`config.mk`:
```
export PLATFORM = sky130hd
export DESIGN_NAME = card_info_register_set
export DESIGN_NICKNAME = d
export VERILOG_FILES = /design/src/hw/card_info_pkg.sv /design/src/hw/card_info_register_set.sv /design/src/hw/resp_shifter.sv
export SDC_FILE = /design/constraint.sdc
export NUM_CORES = 1
export LEC_CHECK = 0
export ABC_CLOCK_PERIOD_IN_PS = 8200
export BUFFER_PORTS_ARGS = -buffer_cell sky130_fd_sc_hd__buf_2
export CORE_ASPECT_RATIO = 1.1
export CORE_MARGIN = 3
export CORE_UTILIZATION = 35
export CTS_CLUSTER_DIAMETER = 30
export DETAILED_ROUTE_END_ITERATION = 7
export PLACE_DENSITY = 0.51
export SLEW_MARGIN = 20
export SYNTH_ARGS = -nofsm -noshare
export SYNTH_HDL_FRONTEND = slang
export SYNTH_SLANG_ARGS = --single-unit
```
`constraint.sdc`:
```
create_clock -name i_clk -period 8.2 [get_ports i_clk]
set_input_delay 1.64 -clock i_clk [delete_from_list [all_inputs] [get_ports i_clk]]
set_output_delay 1.64 -clock i_clk [all_outputs]
set_load 0.05 [all_outputs]
```
`src/hw/card_info_pkg.sv`:
```
package card_info_pkg;
   // ---------------------------------------------------------------
   // clock, timing
   // ---------------------------------------------------------------
   localparam int CLK_MHZ = 40;
   localparam int POWERUP_TIME_US = 1000;
   localparam int POWERUP_CYCLES = POWERUP_TIME_US * CLK_MHZ;
   localparam int RESP_GAP_CLKS = 2;

   // ---------------------------------------------------------------
   // command frame layout
   // ---------------------------------------------------------------
   localparam int CMD_FRAME_BITS = 48;
   localparam int CMD_DIR_BIT = 46;
   localparam int CMD_IDX_MSB = 45;
   localparam int CMD_IDX_LSB = 40;
   localparam int CMD_ARG_MSB = 39;
   localparam int CMD_ARG_LSB = 8;
   localparam int RESP_SHORT_BITS = 48;
   localparam int RESP_LONG_BITS = 136;
   localparam logic [7:0] RESP_HEADER = 8'h3f;
   localparam logic [5:0] CMD_SEND_OP_COND = 6'h01;
   localparam logic [5:0] CMD_ALL_SEND_IDENTITY = 6'h02;
   localparam logic [5:0] CMD_SEND_SPECIFIC = 6'h09;
   localparam logic [5:0] CMD_PROGRAM_SPECIFIC = 6'h1b;
   localparam int ARG_PERM_BIT = 1;
   localparam int ARG_TEMP_BIT = 0;

   // ---------------------------------------------------------------
   // operating_conditions fields
   // ---------------------------------------------------------------
   localparam int OPCOND_BUSY_BIT = 31;
   localparam logic [1:0] ACCESS_MODE_SECTOR = 2'h2;
   localparam logic [4:0] OPCOND_RSVD_HI = 5'h00;
   localparam logic [8:0] VOLT_HIGH_RANGE = 9'h1ff;
   localparam logic [6:0] VOLT_MID_RANGE = 7'h00;
   localparam logic VOLT_LOW_RANGE = 1'b1;
   localparam logic [6:0] OPCOND_RSVD_LO = 7'h00;

   // ---------------------------------------------------------------
   // device_specific_data fields
   // ---------------------------------------------------------------
   localparam logic [1:0] STRUCTURE_CODE = 2'h3;
   localparam logic [3:0] SPEC_VERSION_CODE = 4'h4;
   localparam logic [7:0] ASYNC_ACCESS_TIME = 8'h4f;
   localparam logic [7:0] CLOCKED_ACCESS_TIME = 8'h01;
   localparam logic [7:0] MAX_BUS_CLOCK = 8'h32;
   localparam logic [11:0] COMMAND_CLASS_MASK = 12'h8f5;
   localparam logic [3:0] MAX_READ_BLOCK_LEN = 4'h9;
   localparam logic [11:0] DEVICE_SIZE = 12'hfff;
   localparam logic [2:0] CURRENT_CODE = 3'h7;
   localparam logic [2:0] SIZE_MULTIPLIER = 3'h7;
   localparam logic [4:0] ERASE_GROUP_SIZE = 5'h1f;
   localparam logic [4:0] ERASE_GROUP_MULTIPLIER = 5'h1f;
   localparam logic [4:0] PROTECT_GROUP_SIZE = 5'h0f;
   localparam logic PROTECT_GROUP_ENABLE = 1'b1;
   localparam logic [2:0] WRITE_SPEED_FACTOR = 3'h2;
   localparam logic [3:0] MAX_WRITE_BLOCK_LEN = 4'h9;

   // crc7, polynomial x^7 + x^3 + 1, zero seed, msb first
   function automatic logic [6:0] crc7_120(input logic [119:0] data);
      logic [6:0] c;
      logic fb;
      c = 7'h00;
      fb = 1'b0;
      for (int i = 119; i >= 0; i--) begin
         fb = data[i] ^ c[6];
         c = {c[5:0], 1'b0} ^ (fb ? 7'h09 : 7'h00);
      end
      return c;
   endfunction
endpackage

```
`src/hw/card_info_register_set.sv`:
```
`timescale 1ns/10ps
// Summary of operation
// - the three registers are read through their bus commands; the busy flag and both protect bits also drive output pins
// - a 32-bit operating_conditions word gives voltage profile and power-up flag
// - bit 31 stays low until the power-up routine ends, then high
// - bits 30:29 report 10b, sector addressing
// - voltage window ones in 23:15, zeros 14:8, one in bit 7
// - a 128-bit device_identity is returned during identification
// - identity holds maker, product name, revision, serial and date fields
// - specific data: structure code 3h, spec version 4h
// - async access 4Fh, clocked access in 100-clock units, bus clock 32h
// - command classes 8F5h, read block 9h, no partial or misaligned blocks
// - erase group 1Fh, multiplier 1Fh, device size FFFh, multiplier 7h
// - protect group 0Fh enabled; host writes permanent and temporary bits
// - write block 9h, write speed factor 2h, no partial write blocks
// - addresses are 512-byte sector numbers, capacity above 2 GB
module card_info_register_set #(
   parameter int POWERUP_CYCLES = card_info_pkg::POWERUP_CYCLES,
   parameter logic [7:0] MAKER_CODE = 8'h5a,           // arbitrary value
   parameter logic [1:0] PACKAGE_TYPE_CODE = 2'h0,     // arbitrary value
   parameter logic [7:0] OEM_APPLICATION_CODE = 8'h00, // arbitrary value
   parameter logic [47:0] PRODUCT_NAME = 48'h414243444546, // arbitrary value
   parameter logic [7:0] PRODUCT_REVISION = 8'h10,     // arbitrary value
   parameter logic [31:0] SERIAL_NUMBER = 32'h12345678,
   parameter logic [7:0] MANUFACTURE_DATE = 8'h11
) (
   input wire logic i_clk,
   input wire logic i_nrst,
   input wire logic i_card_clk,
   input wire logic i_cmd,
   output logic o_cmd,
   output logic o_cmd_oe,
   output logic o_powerup_done,
   output logic o_permanent_protect,
   output logic o_temporary_protect
);
   import card_info_pkg::*;

   typedef enum logic [1:0] {ST_IDLE, ST_RECV, ST_GAP, ST_SEND} link_state_t;

   // ---------------------------------------------------------------
   // pin synchronisers and card clock edges
   // ---------------------------------------------------------------
   logic [2:0] clk_sync_q;
   logic [1:0] cmd_sync_q;
   logic rise;
   logic fall;
   logic cmd_bit;

   // two flops each before use; third clock flop only for the edge
   always_ff @(posedge i_clk or negedge i_nrst) begin
      if (!i_nrst) begin
         clk_sync_q <= 3'h0;
         cmd_sync_q <= 2'h3;
      end else begin
         clk_sync_q <= {clk_sync_q[1:0], i_card_clk};
         cmd_sync_q <= {cmd_sync_q[0], i_cmd};
      end
   end

   // edges show up a few cycles late; the command bit carries the same delay
   assign rise = clk_sync_q[1] & ~clk_sync_q[2];
   assign fall = ~clk_sync_q[1] & clk_sync_q[2];
   assign cmd_bit = cmd_sync_q[1];

   // ---------------------------------------------------------------
   // power-up routine
   // ---------------------------------------------------------------
   logic [31:0] pwr_cnt_q;
   logic pwr_done_q;

   // busy flag reads low while this count runs; it restarts at every reset,
   // so a host that resets mid-run must poll the flag again
   // the counter parks at its last value, so it never wraps back to busy
   always_ff @(posedge i_clk or negedge i_nrst) begin
      if (!i_nrst) begin
         pwr_cnt_q <= 32'h0;
         pwr_done_q <= 1'b0;
      end else if (!pwr_done_q) begin
         if (pwr_cnt_q == 32'(POWERUP_CYCLES - 1)) begin
            pwr_done_q <= 1'b1;
         end else begin
            pwr_cnt_q <= pwr_cnt_q + 32'h1;
         end
      end
   end

   // ---------------------------------------------------------------
   // register contents
   // ---------------------------------------------------------------
   logic perm_q;
   logic temp_q;
   logic [31:0] op_cond;
   logic [119:0] ident_body;
   logic [119:0] spec_body;
   logic [127:0] ident_word;
   logic [127:0] spec_word;

   // sector mode always, since the array is larger than 2 GB;
   // the busy flag rides in the top bit
   assign op_cond = {pwr_done_q,
                     ACCESS_MODE_SECTOR,
                     OPCOND_RSVD_HI,
                     VOLT_HIGH_RANGE,
                     VOLT_MID_RANGE,
                     VOLT_LOW_RANGE,
                     OPCOND_RSVD_LO};

   // identity fields come from parameters so each build can carry its own
   assign ident_body = {MAKER_CODE,
                        6'h00,
                        PACKAGE_TYPE_CODE,
                        OEM_APPLICATION_CODE,
                        PRODUCT_NAME,
                        PRODUCT_REVISION,
                        SERIAL_NUMBER,
                        MANUFACTURE_DATE};

   // bit order from 127 downward; only the two protect cells can change
   assign spec_body = {STRUCTURE_CODE, // 127:126
                       SPEC_VERSION_CODE, // 125:122
                       2'h0, // 121:120
                       ASYNC_ACCESS_TIME, // 119:112
                       CLOCKED_ACCESS_TIME, // 111:104
                       MAX_BUS_CLOCK, // 103:96
                       COMMAND_CLASS_MASK, // 95:84
                       MAX_READ_BLOCK_LEN, // 83:80
                       1'b0, // 79 partial read
                       1'b0, // 78 write misalign
                       1'b0, // 77 read misalign
                       1'b0, // 76 no driver-stage register
                       2'h0, // 75:74
                       DEVICE_SIZE, // 73:62
                       CURRENT_CODE, // 61:59
                       CURRENT_CODE, // 58:56
                       CURRENT_CODE, // 55:53
                       CURRENT_CODE, // 52:50
                       SIZE_MULTIPLIER, // 49:47
                       ERASE_GROUP_SIZE, // 46:42
                       ERASE_GROUP_MULTIPLIER, // 41:37
                       PROTECT_GROUP_SIZE, // 36:32
                       PROTECT_GROUP_ENABLE, // 31
                       2'h0, // 30:29 default ecc
                       WRITE_SPEED_FACTOR, // 28:26
                       MAX_WRITE_BLOCK_LEN, // 25:22
                       1'b0, // 21 partial write
                       4'h0, // 20:17
                       1'b0, // 16 content protection
                       1'b0, // 15 file format group
                       1'b0, // 14 copy flag
                       perm_q, // 13
                       temp_q, // 12
                       2'h0, // 11:10 file format
                       2'h0}; // 9:8 ecc code

   // crc recomputed live, so it follows the protect bits
   assign ident_word = {ident_body, crc7_120(ident_body), 1'b1};
   assign spec_word = {spec_body, crc7_120(spec_body), 1'b1};

   // ---------------------------------------------------------------
   // command receiver and responder
   // ---------------------------------------------------------------
   link_state_t state_q;
   logic [46:0] frame_q;
   logic [7:0] bit_cnt_q;
   logic [1:0] gap_cnt_q;
   logic frame_done;
   logic frame_ok;
   logic [5:0] rx_index;
   logic [47:0] rx_head;
   logic rx_crc_ok;
   logic last_bit;
   logic want_short;
   logic want_long;
   logic load;
   logic [135:0] load_data;
   logic [7:0] resp_len_q;
   logic tx_bit;

   // ---------------------------------------------------------------
   // frame decode
   // ---------------------------------------------------------------
   // frame_done is the rising edge that brings in the end bit
   assign frame_done = (state_q == ST_RECV) && rise &&
                       (bit_cnt_q == 8'(CMD_FRAME_BITS - 1));
   // whole frame as it stands when the end bit arrives, start bit on top
   assign rx_head = {frame_q, cmd_bit};
   assign rx_index = rx_head[CMD_IDX_MSB:CMD_IDX_LSB];
   assign rx_crc_ok = (rx_head[7:1] == crc7_120({80'h0, rx_head[47:8]}));
   // a bad crc, direction or end bit drops the frame silently
   assign frame_ok = frame_done && cmd_bit && rx_head[CMD_DIR_BIT] && rx_crc_ok;
   assign want_short = frame_ok && (rx_index == CMD_SEND_OP_COND);
   assign want_long = frame_ok && ((rx_index == CMD_ALL_SEND_IDENTITY) ||
                                   (rx_index == CMD_SEND_SPECIFIC));
   // the last answer bit; shared by the sequencer and the shifter
   assign last_bit = (bit_cnt_q == resp_len_q - 8'h1);

   // state sequencing on card clock edges
   always_ff @(posedge i_clk or negedge i_nrst) begin
      if (!i_nrst) begin
         state_q <= ST_IDLE;
         bit_cnt_q <= 8'h0;
         gap_cnt_q <= 2'h0;
         resp_len_q <= 8'h0;
      end else begin
         case (state_q)
            ST_IDLE: begin
               if (rise && !cmd_bit) begin
                  state_q <= ST_RECV;
                  bit_cnt_q <= 8'h1;
               end
            end
            ST_RECV: begin
               if (frame_done) begin
                  state_q <= (want_short || want_long) ? ST_GAP : ST_IDLE;
                  gap_cnt_q <= 2'h0;
                  resp_len_q <= want_long ? 8'(RESP_LONG_BITS) : 8'(RESP_SHORT_BITS);
               end else if (rise) begin
                  bit_cnt_q <= bit_cnt_q + 8'h1;
               end
            end
            ST_GAP: begin
               // answer starts after the fixed turnaround, on a falling edge
               if (fall) begin
                  if (gap_cnt_q == 2'(RESP_GAP_CLKS - 1)) begin
                     state_q <= ST_SEND;
                     bit_cnt_q <= 8'h0;
                  end else begin
                     gap_cnt_q <= gap_cnt_q + 2'h1;
                  end
               end
            end
            ST_SEND: begin
               // one bit per card clock, the last one held until the closing fall
               if (fall) begin
                  if (last_bit) begin
                     state_q <= ST_IDLE;
                  end else begin
                     bit_cnt_q <= bit_cnt_q + 8'h1;
                  end
               end
            end
            default: begin
               state_q <= ST_IDLE;
            end
         endcase
      end
   end

   // incoming bits collect msb first
   // the receiver listens in idle too, so the start bit is already in place
   always_ff @(posedge i_clk or negedge i_nrst) begin
      if (!i_nrst) begin
         frame_q <= 47'h0;
      end else if (rise && (state_q == ST_IDLE || state_q == ST_RECV)) begin
         frame_q <= {frame_q[45:0], cmd_bit};
      end
   end

   // protect bits: permanent one only sets and holds until the next reset, temporary follows the host
   // written from the command argument, so no data transfer is needed
   always_ff @(posedge i_clk or negedge i_nrst) begin
      if (!i_nrst) begin
         perm_q <= 1'b0;
         temp_q <= 1'b0;
      end else if (frame_ok && rx_index == CMD_PROGRAM_SPECIFIC) begin
         perm_q <= perm_q | rx_head[CMD_ARG_LSB + ARG_PERM_BIT];
         temp_q <= rx_head[CMD_ARG_LSB + ARG_TEMP_BIT];
      end
   end

   // the answer is frozen into the shifter when the command ends, so the busy
   // bit is the one seen as the end bit arrives
   assign load = frame_done && (want_short || want_long);
   assign load_data = want_long ?
                      {RESP_HEADER, (rx_index == CMD_SEND_SPECIFIC) ? spec_word : ident_word} :
                      {RESP_HEADER, op_cond, 8'hff, 88'h0};

   // one shifter serves both lengths; a short answer simply stops early
   resp_shifter #(
      .W(RESP_LONG_BITS)
   ) u_shift (
      .i_clk(i_clk),
      .i_nrst(i_nrst),
      .i_load(load),
      .i_data(load_data),
      .i_shift(fall && state_q == ST_SEND && !last_bit),
      .o_bit(tx_bit)
   );

   // ---------------------------------------------------------------
   // outputs
   // ---------------------------------------------------------------
   // the shifter is loaded before the turnaround, so the line is held high
   // until the answer really starts; otherwise the start bit would leak early
   assign o_cmd = o_cmd_oe ? tx_bit : 1'b1;
   assign o_cmd_oe = (state_q == ST_SEND);
   assign o_powerup_done = pwr_done_q;
   assign o_permanent_protect = perm_q;
   assign o_temporary_protect = temp_q;
endmodule

```
`src/hw/resp_shifter.sv`:
```
`timescale 1ns/10ps
// parallel-load shift register, msb leaves first
module resp_shifter #(
   parameter int W = 136
) (
   input wire logic i_clk,
   input wire logic i_nrst,
   input wire logic i_load,
   input wire logic [W-1:0] i_data,
   input wire logic i_shift,
   output logic o_bit
);
   logic [W-1:0] sh_q;

   // load beats shift so a new answer never mixes with the old one
   always_ff @(posedge i_clk or negedge i_nrst) begin
      if (!i_nrst) begin
         sh_q <= '1;
      end else if (i_load) begin
         sh_q <= i_data;
      end else if (i_shift) begin
         sh_q <= {sh_q[W-2:0], 1'b1};
      end
   end

   assign o_bit = sh_q[W-1];
endmodule

```
==> impl.org <==
** Outcome
- Outcome :: completed

** Place
- Buffers placed on the I/O ports in this run total 8.
- Number of placed cells counting well taps :: 1,378
- Routability-driven placement finished with a final weighted congestion of 0.7441.
- The wire-length estimate of the detail-placed layout is 12.83 mm.

** Global routing
- Antenna violations before repair :: 0
- Number of global-route vias before repair :: 7,614
- Overflow left after global routing :: 0
- Wire length of the first global-routing pass :: 38.93 mm
- GR Util All Layers :: 0.1301
- Entering global routing, the biggest net connects 138 pins.

** Logic synthesis
- Cell accounting for the most synthesized area :: sky130_fd_sc_hd__dfstp_2
- List of most frequent post-synthesis cells :: sky130_fd_sc_hd__dfstp_2 (138), sky130_fd_sc_hd__nand2_1 (126), sky130_fd_sc_hd__dfrtp_1 (99)
- Synth Flop Type :: sky130_fd_sc_hd__dfstp_2
- In this run, distinct cell masters in the synthesized netlist total 61.
- Counting every instance in the synthesized netlist gives 997.
- After synthesis, the cell types taking the most area are sky130_fd_sc_hd__dfstp_2 (31%), sky130_fd_sc_hd__dfrtp_1 (21%), sky130_fd_sc_hd__mux2i_1 (6.3%).
- Synthesized area :: 0.01158 mm^2
- During synthesis, Yosys emitted a total of 0 warnings.
- The number of nets in the synthesized netlist is 1,007.
- Mapped Avg Cell Area :: 11.62 um^2
- Area share of the leading cell type in the synthesized netlist :: 0.3131
- Part of the Yosys area used for sequential elements :: 0.5270
- EDFF count, synth :: 0
- Most instantiated library cell after synthesis :: sky130_fd_sc_hd__dfstp_2
- Post-synth ARST share :: 1.000
- Register bit total from synthesis :: 237

** Setup path
- The number of cells on the worst reg-to-reg path is 9.
- The critical path in this run is classified as reg2reg.
- In this run the worst path has a maximum fanout of 65.
- For this run, the slowest stage of the critical path takes 0.79 ns.
- On the critical path, the stage with the largest delay is an instance of sky130_fd_sc_hd__or3_4.
- The critical path contains buffers and inverters numbering 0 combined.
- The worst setup path is captured at a flip-flop.
- Traced cell by cell, the critical path runs through xnor3_1 -> xnor3_2 -> xnor2_2 -> xnor3_1 -> xnor2_1 -> mux2i_1 -> nand3_2 -> or3_4 -> a32o_1.
- CP Launch Type :: flip-flop
- Counting stages on the worst path, the most repeated cell is sky130_fd_sc_hd__xnor3_1.
- Start of the worst register-to-register path :: frame_q[42]$_DFFE_PN0P_
- For the worst setup path, the data required time is 8.66 ns.
- Cell family with the largest share of critical-path delay :: XOR/XNOR gates
- In this run the critical register-to-register path is captured at u_shift.sh_q[91]$_DFFE_PN1P_.
- The setup check on the worst reg-to-reg path leaves a slack of 3.93 ns.
- Critical path data arrival time :: 4.72 ns

** Layout
- Of the cells placed in the final design, the portion with a size suffix greater than 1 is 0.3450.
- From synthesis to final layout, the design area changed by 20.35%.
- Final instance count without filler cells :: 1,484
- The net count of the finished layout is 1,022.
- 0 antenna diodes ended up in the layout.

** STA
- Clock skew on the completed layout was measured at 0.01857 ns.
- Transition at the pin with the smallest max-transition slack :: 1.082 ns
- For this run, the top clock speed supported by timing is 234.4 MHz.
- In the final timing run, aggregate negative setup slack is 0 ns.
- Final number of setup-violating endpoints :: 0
- The max-slew violation count came to 0.
- In the finished design, the share of the clock period the worst path needs comes to 0.5202.
- The smallest clock period supported by the final layout is computed as 4.266 ns.
- Max-slew headroom :: 0.2785
- Setup repair after global routing left no endpoint under its margin.
- Final Hold Fails :: 0

** Clocking
- No sink is reached through more buffers than the 3 on the longest clock path.
- Skew-Pair Late Insertion Delay :: 0.55 ns
- CTS buffer count :: 58
- H-tree levels :: 2
- Post-CTS Hold Buffers :: 0
- Clock transition at the registers of the reported paths :: 0.04 ns
- Clk root buf :: sky130_fd_sc_hd__clkbuf_16
- For this design, the sink count on the clock tree is 237.
- CTS tree :: yes
- Post-CTS Setup Bufs :: 0
- Cells resized by post-CTS repair :: 0

** Drt
- In the routed design, unresolved DRC markers number 0.
- Number of iterations in the first detailed-routing pass :: 4
- Dividing the detail-routed wire length by the instance count gives 15.42 um.
- Post-route antenna net violation count :: 0
- Dividing the detail-routed via count by the number of cells gives 4.888.
- The detailed router finished its first iteration with 322 violations.
- Vias after detailed routing :: 7,254
- Wirelength, routed :: 22.88 mm

** Power and ir drop
- Across the VDD grid, the largest voltage drop is 0.1735 mV.
- Power density over the cells :: 281.4 mW/mm^2
- For this design the static power due to leakage is 5.701 nW.

** Worst hold path
- The worst hold path terminates at clk_sync_q[1]$_DFF_PN0_.
- Min-Delay Path Class :: reg2reg
- Worst hold path stage count :: 0
- In this run the most critical hold path is launched from clk_sync_q[0]$_DFF_PN0_.

** Floorplan
- Die outline area :: 0.03531 mm^2
- Measured along the x axis, the die boundary spans 179.4 um.
- Placeable core area :: 0.03246 mm^2
- Row count :: 69
- Effective utilization at floorplan :: 0.3568
- 9 I/O pins were placed.
- Die span in y :: 196.8 um

** Job
- Max-cap violations in this run came to 0.
## cells by family (layout without fill, tap and decap cells)
family	Yosys count	after routing	synth area share
AOI/OAI and AO/OA	152	152	0.09550
xor gates and xnor gates	118	118	0.1136
adders and majority gates	6	6	0.006481
buffers and inverters	71	132	0.02863
DFF	237	237	0.5270
muxes	123	123	0.1127
and+or+nand+nor	290	290	0.1161
## area by class of cell
| class | count | area [um^2] |
|---|---|---|
| flip-flops and latches | 237 | 6103 |
| clock inverters | 24 | 335.3 |
| inverters | 10 | 37.54 |
| multi-input cells | 689 | 5185 |
| well taps | 426 | 533.0 |
| fillers | 3131 | 18520 |
| repair buffers | 16 | 122.6 |
| clock buffers | 82 | 1623 |
## power breakdown
group	switching, mW	leakage [nW]	internal (mW)	total [mW]
combinational	0.183	2.00	0.197	0.379
clock	0.656	0.955	1.60	2.26
sequential	0.0581	2.75	1.22	1.28
## flip-flops by register name, indices dropped and copies added (netlist names), named ones only
name / count
gap_cnt_q: 2
o_powerup_done: 1
state_q: 1
cmd_sync_q: 2
o_temporary_protect: 1
clk_sync_q: 3
o_permanent_protect: 1
frame_q: 47
pwr_cnt_q: 32
bit_cnt_q: 8
resp_len_q: 2
u_shift.sh_q: 136
## worst max path at each step
stage,end,cells past startpoint,slack [ns],startpoint
2_1_floorplan,u_shift.sh_q[112]$_DFFE_PN1P_,10,4.95,frame_q[42]$_DFFE_PN0P_
4_1_cts,u_shift.sh_q[91]$_DFFE_PN1P_,9,3.87,frame_q[42]$_DFFE_PN0P_
3_3_place_gp,u_shift.sh_q[114]$_DFFE_PN1P_,9,4.03,frame_q[42]$_DFFE_PN0P_
6_report,u_shift.sh_q[91]$_DFFE_PN1P_,9,3.93,frame_q[42]$_DFFE_PN0P_
3_5_place_dp,u_shift.sh_q[114]$_DFFE_PN1P_,9,3.90,frame_q[42]$_DFFE_PN0P_
5_1_grt,u_shift.sh_q[90]$_DFFE_PN1P_,9,3.64,frame_q[42]$_DFFE_PN0P_
## layout by cell type, fill, tap and decap left out, drive strengths merged, types with 6 or more instances in the layout
master and count:
nand2 126, xor2 37, clkinv 12, xnor3 17
clkbuf 82, nor4 7, and3 15, inv 11
bufinv 8, dfstp 138, a21oi 93, dfrtp 99
nor2 64, o21ai 14, nand4 10, mux2 49
ha 6, mux2i 74, o22a 17, nand3 28
buf 16, xnor2 63, nor3 8
## stage by stage
step / setup WS (ns) / cell area (um^2) / hold WS, ns / total power, mW / util
6_report: 3.934 / 13940 / 0.3481 / 3.922 / 0.4294
5_1_grt: 3.640 / 13940 / 0.3604 / 4.094 / 0.4294
4_1_cts: 3.871 / 13940 / 0.3516 / 3.984 / 0.4293
3_5_place_dp: 3.901 / 11980 / 0.3502 / 1.685 / 0.3690
3_3_place_gp: 4.034 / 11980 / 0.3327 / 1.682 / 0.3690
2_1_floorplan: 4.945 / 11580 / 0.3312 / 1.591 / -
## per-layer routing
layer  vias to the layer above  share of wire  global-route usage
met3                        39          0.035             0.03064
met4                         0          0.021             0.04269
met1                      3640           0.48              0.1761
met2                        83           0.47              0.2077
met5                         -              0                   0
li1                       3492              -                   -
Note: power is estimated with default switching activity, not from simulation.
